==> src/include/iosb_params.svh <==
// Offsets, address limits and reset values of the low I/O register space
// Functional notes
// Bit set and clear operations work on I/O addresses 0x00 to 0x1F only.
// Skip-test operations examine one bit of a bit-accessible register and report skip.
// Status flags clear when written with one; writing zero leaves them.
// Bit set or clear changes only the named bit, never other flags.
// Software writes zero to reserved bits.
// Software never writes reserved I/O addresses.
// Each I/O register also appears in data space at its address plus 0x20.
`ifndef IOSB_PARAMS_SVH
`define IOSB_PARAMS_SVH

`define IOSB_OFS_GP_SCRATCH_0      6'h0a
`define IOSB_OFS_GP_SCRATCH_1      6'h0b
`define IOSB_OFS_GP_SCRATCH_2      6'h0c
`define IOSB_OFS_EVENT_FLAGS       6'h0d
`define IOSB_OFS_PORT_B_INPUT      6'h16
`define IOSB_OFS_PORT_B_DIRECTION  6'h17
`define IOSB_OFS_PORT_B_OUTPUT     6'h18
`define IOSB_OFS_PORT_A_INPUT      6'h19
`define IOSB_OFS_PORT_A_DIRECTION  6'h1a
`define IOSB_OFS_PORT_A_OUTPUT     6'h1b

`define IOSB_BIT_OP_LAST           8'h1f
`define IOSB_IO_LAST               8'h3f
`define IOSB_DATA_BASE             8'h20
`define IOSB_DATA_LAST             8'h5f

`define IOSB_RESET_BYTE            8'h00
`define IOSB_READ_UNMAPPED         8'h00

`endif

==> src/include/iosb_pkg.sv <==
// Types shared by the I/O space register bank
`default_nettype none
package iosb_pkg;

	typedef enum logic [3:0] {
		OP_NONE,
		OP_IO_READ,
		OP_IO_WRITE,
		OP_DATA_READ,
		OP_DATA_WRITE,
		OP_SET_BIT,
		OP_CLEAR_BIT,
		OP_SKIP_IF_SET,
		OP_SKIP_IF_CLEAR
	} iosb_op_type;

	typedef struct packed {
		logic [7:0] gpScratch0;
		logic [7:0] gpScratch1;
		logic [7:0] gpScratch2;
		logic [7:0] portADir;
		logic [7:0] portAOut;
		logic [7:0] portBDir;
		logic [7:0] portBOut;
		logic [7:0] pinASync1;
		logic [7:0] pinASync2;
		logic [7:0] pinBSync1;
		logic [7:0] pinBSync2;
		logic [7:0] rdData;
		logic       ack;
		logic       skipNext;
		logic       refused;
	} iosb_state_type;

	typedef struct packed {
		logic [7:0] flags;
	} iosb_flag_state_type;

endpackage : iosb_pkg
`default_nettype wire

==> src/rtl/iosb_flag_reg.sv <==
// Write-one-to-clear status flag register with hardware set priority
`timescale 1ns/1ps
`default_nettype none
`include "iosb_params.svh"

module iosb_flag_reg (
	input  wire logic       clk_sys,   // System clock
	input  wire logic       srst,      // Synchronous reset, active high
	input  wire logic [7:0] setEvt,    // Hardware event pulses, one per flag
	input  wire logic [7:0] clrMask,   // Ones clear the matching flags
	output logic      [7:0] flags      // Current flag levels
);

	iosb_pkg::iosb_flag_state_type st_r;
	iosb_pkg::iosb_flag_state_type st_nxt;

	// Event in the clearing cycle must survive, so set wins
	always_comb begin
		st_nxt = st_r;
		for (int i = 0; i < 8; i++) begin
			st_nxt.flags[i] = setEvt[i] | (st_r.flags[i] & ~clrMask[i]);
		end
	end

	always_ff @(posedge clk_sys) begin
		if (srst) begin
			st_r.flags <= `IOSB_RESET_BYTE;
		end else begin
			st_r <= st_nxt;
		end
	end

	assign flags = st_r.flags;

endmodule : iosb_flag_reg
`default_nettype wire

==> src/rtl/iosb_io_space.sv <==
// Low I/O register space with byte access, data-space mirror and bit operations
`timescale 1ns/1ps
`default_nettype none
`include "iosb_params.svh"

module iosb_io_space (
	input  wire logic       clk_sys,    // System clock, 200 MHz
	input  wire logic       srst,       // Synchronous reset, active high
	input  wire logic       reqValid,   // Request strobe from the core
	input  wire logic [3:0] reqOp,      // Operation, iosb_op_type encoding
	input  wire logic [7:0] reqAddr,    // I/O address or data-space address
	input  wire logic [2:0] reqBit,     // Bit number for bit operations
	input  wire logic [7:0] reqWdata,   // Write byte
	input  wire logic [7:0] port_a_input_level,       // Port A pin levels, asynchronous
	input  wire logic [7:0] port_b_input_level,       // Port B pin levels, asynchronous
	input  wire logic [7:0] evtFlags,   // Peripheral event pulses to flags
	output logic      [7:0] rdData,     // Read byte, registered
	output logic            ack,        // Request done, one-cycle pulse
	output logic            skipNext,   // Skip the next instruction, pulse
	output logic            refused,    // Request out of range, pulse
	output logic      [7:0] portAOut,   // Port A output values
	output logic      [7:0] portADir,   // Port A directions, one drives
	output logic      [7:0] portBOut,   // Port B output values
	output logic      [7:0] portBDir,   // Port B directions, one drives
	output logic      [7:0] eventFlags  // Sticky event flags
);

	iosb_pkg::iosb_state_type st_r;
	iosb_pkg::iosb_state_type st_nxt;

	logic [7:0] flagVal;
	logic [7:0] flagClr;

	iosb_flag_reg iosb_flag_reg_inst (
		.clk_sys (clk_sys),
		.srst    (srst),
		.setEvt  (evtFlags),
		.clrMask (flagClr),
		.flags   (flagVal)
	);

	function automatic logic [7:0] read_reg(
		input logic [5:0]                idx,
		input iosb_pkg::iosb_state_type  s,
		input logic [7:0]                fl
	);
		logic [7:0] v;
		v = `IOSB_READ_UNMAPPED;
		case (idx)
			`IOSB_OFS_GP_SCRATCH_0:     v = s.gpScratch0;
			`IOSB_OFS_GP_SCRATCH_1:     v = s.gpScratch1;
			`IOSB_OFS_GP_SCRATCH_2:     v = s.gpScratch2;
			`IOSB_OFS_EVENT_FLAGS:      v = fl;
			`IOSB_OFS_PORT_B_INPUT:     v = s.pinBSync2;
			`IOSB_OFS_PORT_B_DIRECTION: v = s.portBDir;
			`IOSB_OFS_PORT_B_OUTPUT:    v = s.portBOut;
			`IOSB_OFS_PORT_A_INPUT:     v = s.pinASync2;
			`IOSB_OFS_PORT_A_DIRECTION: v = s.portADir;
			`IOSB_OFS_PORT_A_OUTPUT:    v = s.portAOut;
			default:                    v = `IOSB_READ_UNMAPPED;
		endcase
		return v;
	endfunction : read_reg

	iosb_pkg::iosb_op_type op;
	logic [5:0] idx;
	logic [7:0] dataOfs;
	logic       inRange;
	logic       isBitOp;
	logic       doWrite;
	logic       doRead;
	logic [7:0] curVal;
	logic [7:0] bitMask;
	logic [7:0] wrVal;
	logic [7:0] w1cMask;
	logic       flagHit;

	always_comb begin
		op      = iosb_pkg::iosb_op_type'(reqOp);
		dataOfs = reqAddr - `IOSB_DATA_BASE;
		isBitOp = 1'b0;
		doWrite = 1'b0;
		doRead  = 1'b0;
		inRange = 1'b0;
		idx     = reqAddr[5:0];
		case (op)
			// Idle cycles decode as out of range but never raise ack
			iosb_pkg::OP_NONE: begin
				inRange = 1'b0;
			end
			iosb_pkg::OP_IO_READ: begin
				inRange = (reqAddr <= `IOSB_IO_LAST);
				doRead  = 1'b1;
			end
			iosb_pkg::OP_IO_WRITE: begin
				inRange = (reqAddr <= `IOSB_IO_LAST);
				doWrite = 1'b1;
			end
			// Data-space view is the same register at address minus 0x20
			iosb_pkg::OP_DATA_READ: begin
				inRange = (reqAddr >= `IOSB_DATA_BASE) && (reqAddr <= `IOSB_DATA_LAST);
				idx     = dataOfs[5:0];
				doRead  = 1'b1;
			end
			iosb_pkg::OP_DATA_WRITE: begin
				inRange = (reqAddr >= `IOSB_DATA_BASE) && (reqAddr <= `IOSB_DATA_LAST);
				idx     = dataOfs[5:0];
				doWrite = 1'b1;
			end
			iosb_pkg::OP_SET_BIT, iosb_pkg::OP_CLEAR_BIT: begin
				isBitOp = 1'b1;
				inRange = (reqAddr <= `IOSB_BIT_OP_LAST);
				doWrite = 1'b1;
			end
			iosb_pkg::OP_SKIP_IF_SET, iosb_pkg::OP_SKIP_IF_CLEAR: begin
				isBitOp = 1'b1;
				inRange = (reqAddr <= `IOSB_BIT_OP_LAST);
			end
			default: begin
				inRange = 1'b0;
			end
		endcase
	end

	always_comb begin
		curVal  = read_reg(idx, st_r, flagVal);
		bitMask = 8'h01 << reqBit;
		wrVal   = reqWdata;
		w1cMask = reqWdata;
		if (op == iosb_pkg::OP_SET_BIT) begin
			wrVal   = curVal | bitMask;
			w1cMask = bitMask;
		end else if (op == iosb_pkg::OP_CLEAR_BIT) begin
			wrVal   = curVal & ~bitMask;
			w1cMask = 8'h00;
		end
	end

	// Flags take only the ones written, never the read-modify-write image
	assign flagHit = reqValid && inRange && doWrite && (idx == `IOSB_OFS_EVENT_FLAGS);
	assign flagClr = flagHit ? w1cMask : 8'h00;

	always_comb begin
		st_nxt          = st_r;
		st_nxt.ack      = 1'b0;
		st_nxt.skipNext = 1'b0;
		st_nxt.refused  = 1'b0;
		// Pin levels cross in through two flops before any read
		st_nxt.pinASync1 = port_a_input_level;
		st_nxt.pinASync2 = st_r.pinASync1;
		st_nxt.pinBSync1 = port_b_input_level;
		st_nxt.pinBSync2 = st_r.pinBSync1;
		if (reqValid && op != iosb_pkg::OP_NONE) begin
			st_nxt.ack = 1'b1;
			if (!inRange) begin
				st_nxt.refused = 1'b1;
			end else begin
				if (doRead) begin
					st_nxt.rdData = curVal;
				end
				// Skip tests see the byte before any same-cycle change
				if (op == iosb_pkg::OP_SKIP_IF_SET) begin
					st_nxt.skipNext = curVal[reqBit];
				end
				if (op == iosb_pkg::OP_SKIP_IF_CLEAR) begin
					st_nxt.skipNext = ~curVal[reqBit];
				end
				// Input-level and unmapped addresses swallow writes
				if (doWrite) begin
					case (idx)
						`IOSB_OFS_GP_SCRATCH_0:     st_nxt.gpScratch0 = wrVal;
						`IOSB_OFS_GP_SCRATCH_1:     st_nxt.gpScratch1 = wrVal;
						`IOSB_OFS_GP_SCRATCH_2:     st_nxt.gpScratch2 = wrVal;
						`IOSB_OFS_PORT_B_DIRECTION: st_nxt.portBDir   = wrVal;
						`IOSB_OFS_PORT_B_OUTPUT:    st_nxt.portBOut   = wrVal;
						`IOSB_OFS_PORT_A_DIRECTION: st_nxt.portADir   = wrVal;
						`IOSB_OFS_PORT_A_OUTPUT:    st_nxt.portAOut   = wrVal;
						// Input levels and flags are not stored in this state
						`IOSB_OFS_PORT_B_INPUT, `IOSB_OFS_PORT_A_INPUT,
						`IOSB_OFS_EVENT_FLAGS: begin
						end
						default: begin
						end
					endcase
				end
			end
		end
	end

	always_ff @(posedge clk_sys) begin
		if (srst) begin
			st_r.gpScratch0 <= `IOSB_RESET_BYTE;
			st_r.gpScratch1 <= `IOSB_RESET_BYTE;
			st_r.gpScratch2 <= `IOSB_RESET_BYTE;
			st_r.portADir   <= `IOSB_RESET_BYTE;
			st_r.portAOut   <= `IOSB_RESET_BYTE;
			st_r.portBDir   <= `IOSB_RESET_BYTE;
			st_r.portBOut   <= `IOSB_RESET_BYTE;
			st_r.pinASync1  <= `IOSB_RESET_BYTE;
			st_r.pinASync2  <= `IOSB_RESET_BYTE;
			st_r.pinBSync1  <= `IOSB_RESET_BYTE;
			st_r.pinBSync2  <= `IOSB_RESET_BYTE;
			st_r.rdData     <= `IOSB_RESET_BYTE;
			st_r.ack        <= 1'b0;
			st_r.skipNext   <= 1'b0;
			st_r.refused    <= 1'b0;
		end else begin
			st_r <= st_nxt;
		end
	end

	assign rdData     = st_r.rdData;
	assign ack        = st_r.ack;
	assign skipNext   = st_r.skipNext;
	assign refused    = st_r.refused;
	assign portAOut   = st_r.portAOut;
	assign portADir   = st_r.portADir;
	assign portBOut   = st_r.portBOut;
	assign portBDir   = st_r.portBDir;
	assign eventFlags = flagVal;

endmodule : iosb_io_space
`default_nettype wire

==> config.mk <==
export PLATFORM = sky130hd
export DESIGN_NAME = iosb_io_space
export DESIGN_NICKNAME = d
export VERILOG_FILES = /design/src/include/iosb_pkg.sv /design/src/rtl/iosb_flag_reg.sv /design/src/rtl/iosb_io_space.sv
export VERILOG_INCLUDE_DIRS = /design/src /design/src/include
export SDC_FILE = /design/constraint.sdc
export NUM_CORES = 1
export LEC_CHECK = 0
export BUFFER_PORTS_ARGS = -buffer_cell sky130_fd_sc_hd__buf_2
export CORE_MARGIN = 4
export CORE_UTILIZATION = 50
export CTS_CLUSTER_SIZE = 30
export DETAILED_ROUTE_END_ITERATION = 7
export GPL_ROUTABILITY_DRIVEN = 0
export GPL_TIMING_DRIVEN = 0
export HOLD_SLACK_MARGIN = 0.02
export PLACE_DENSITY = 0.73
export SLEW_MARGIN = 15
export SYNTH_ARGS = -nofsm -noshare
export SYNTH_HDL_FRONTEND = slang
export SYNTH_SLANG_ARGS = --single-unit
==> constraint.sdc <==
create_clock -name clk_sys -period 2.9 [get_ports clk_sys]
set_clock_uncertainty 0.05 [all_clocks]
set_input_delay 0.58 -clock clk_sys [delete_from_list [all_inputs] [get_ports clk_sys]]
set_output_delay 0.58 -clock clk_sys [all_outputs]
set_load 0.01 [all_outputs]
==> impl_results.md <==
* Area share of the largest cell type after synthesis at 40.6%
* Minimum clock period at 2830 ps
* Std-Cell Rows at 37
* GR Util All Layers at between 20% and 30%
* Least-Margin Pin Slew at around 860 ps
* Initial antenna violation count at 0
* Synthesis Warnings at 0
* Most common cell after layout, fill and taps aside: dfxtp_1
* Slew headroom at 42.3%
* Clk Latency, worst-skew pair at 380 ps
* Syn Std Cell Area at 5270 sq um
* Total power at approximately 2.7 mW
* DIE WIDTH at roughly 110 um
* Cells after DPL at 829
* Worst EP required at 3130 ps
* ANT nets after route at 0
* Vias in the first global route at 4656
* Filler cells at 978
* Ports at 101
* Post-DP HPWL at 11.8 mm
* Netlist cell types at 63
* Hold_buf cts at 0
* Sequential cell area fraction in the yosys report at 40.6%
* Main synth FF type: dfxtp_1
* Die Span Y at 111 um
* Maximum fanout along the worst path at 10
* Top cells by area, synth: dfxtp_1 41%, a211oi_1 8.3%, buf_4 6.6%, nor2_1 5.2%, nor2b_1 4.2%
* Layout Cells excl Fill at ~850
* First-pass GRT wire length at 24.3 mm
* Placed Area at 5930 sq um
* PD cells at 441 nW/um^2
* H-tree levels at 3
* Drt first pass iters at 6
* Final Setup Violations at 0
* Share of cells above drive strength 1 at between 20 and 30%
* Min-Delay Path Class: primary input to flop
* CTS tree: built
* Cells after Synth at 596
* Number of port buffers at 97
* Status: finished clean
* Final wirelength at 15.5 mm
* Max Transition Viols Final at 0
* Root Driver: clkbuf_8
* CP arrival at 3060 ps
* DRC at 0
* DR vias/cell at 5.84
* Final instance area at 6170 sq um
* VDD IR max at about 280 uV
* Footprint of the multi-input gates at 2600 sq um
* Most frequent cells in the layout: 107 x dfxtp_1, 103 x buf_2, 73 x nor2_1
* Mean post-synth cell area at 8.84 sq um
* DIE AREA at roughly 12000 sq um
* Initial core utilization at a little over 50%
* Final hold violations at 0
* Final net count at 756
* Clock Path Buffers at 2
* Layout overhead on the synthesized area at 17.0%
* Synth area leader: dfxtp_1
* Setup tns final at 0 ps
* Grt ovf at 0
* Num CTS Buffers at 9
* Max-cap violations at 0
* Hold slack at ~360 ps
* Setup repair after global routing missed its margin: no
* Fin crit share at a little over nine tenths
* Clock slew at reported path FFs at ~110 ps
* Register Area at between 2000 and 2500 sq um
* Via Count at 4949
* Synthesized net count at 646
* Post-synth EDFFs at 0
* Post-synth ARST share at 0%
* 1st-iter DRT viols at 461
* Largest net degree at the start of global routing at 21
* Achievable Freq at 353 MHz
* Drt wl/cell at 18.3 um
* WS Path Type: primary input to flop
* CP Launch Type: primary input
* Setup crit end kind: flop
* N_diodes at 0
* P_leak at ~2.5 nW
* Total core area at 10300 sq um
* Clock sinks at 107
* Yosys reg bits at 107
report_power, final:
| group | internal [mW] | switching (mW) | total, mW |
|---|---|---|---|
| clock network | 0.335 | 0.550 | 0.885 |
| registers | 1.50 | 0.0130 | 1.51 |
| logic | 0.114 | 0.207 | 0.321 |
synthesized netlist by cell type (all sizes together), types with 2 or more instances:
master   count
o31a         9
a22o         2
a31oi        2
nor2b       35
a22oi        6
a221oi       4
o21ai       15
buf         55
dfxtp      107
nand2b       7
nand2       25
and2b        2
nor3        10
o41ai        3
and4bb       3
inv         15
nand3b       4
clkbuf      25
mux2i       12
a311oi       4
and2         7
and3        13
nand3        5
and4b        2
mux2         5
o211a        2
a32oi        5
nor4         4
nor3b        4
a32o         3
a211oi      58
a2bb2oi      5
and3b        5
a21oi       28
or3          8
nor2        74
o21a         5
a2111oi      3
state kept, by name, summed over array words and instances (netlist names), 8 cells and up:
| name | count |
|---|---|
| portBOut | 8 |
| st_nxt | 16 |
| st_r | 40 |
| rdData | 8 |
| portADir | 8 |
| portAOut | 8 |
| iosb_flag_reg_inst.flags | 8 |
| portBDir | 8 |
worst paths after layout:
check / startpoint / to / slack (ps) / cells past startpoint
worst min-delay path: port_b_input_level[4] / st_nxt[15] / 360 / 2
worst min register to register: st_nxt[28] / st_r[28] / 400 / 1
worst max-delay path: reqAddr[3] / skipNext / 70 / 10
worst max register to register: iosb_flag_reg_inst.flags[7] / skipNext / 380 / 8
kinds of logic after synthesis:
logic type	count (synthesis)	synth area share, %
flops	107	40.6
simple gates	215	22.8
compound gates	161	22.5
mux	17	3.35
buf+inv	95	10.6
xor+xnor	1	0.166
cell type report:
cell class	instances	area share (%)
Buffer	80	8.16
Clock inverter	7	1.14
Multi-Input combinational cell	394	42.2
Sequential cell	107	34.7
Inverter	15	0.913
Timing Repair Buffer	99	8.12
Tap cell	136	2.76
Clock buffer	9	2.01
worst max-delay path, stage by stage:
cell	delay, ps
buf_2	130
clkbuf_1	220
and4bb_1	280
a32o_1	200
o21ai_0	310
a311oi_1	150
o31a_1	310
or4_1	590
mux2i_1	210
nor2_1	60
through the flow:
stage | setup slack, ps | utilization, %
global placement | -361 | 57.7
finish | 69.9 | 60.0
detailed placement | -414 | 57.7
floorplan | 230 | -
global route | 3.56 | 60.0
CTS | 44.4 | 59.6
routing by layer:
| metal | GRT usage [%] | vias to the layer above | wire, um |
|---|---|---|---|
| li1 | - | 2334 | - |
| met1 | 31.6 | 2309 | 6390 |
| met2 | 40.7 | 263 | 7260 |
| met3 | 4.64 | 43 | 1390 |
| met4 | 9.11 | 0 | 487 |
| met5 | 0 | - | 0 |
repair_timing:
| action | in CTS | in global routing |
|---|---|---|
| setup endpoints to repair | 1 | 17 |
| gates resized for setup | 1 | 5 |
| setup buffers | 0 | 2 |
| endpoints found under the hold margin | 0 | 0 |
| pin swaps | 0 | 3 |
Note: power is estimated with default switching activity, not from simulation.
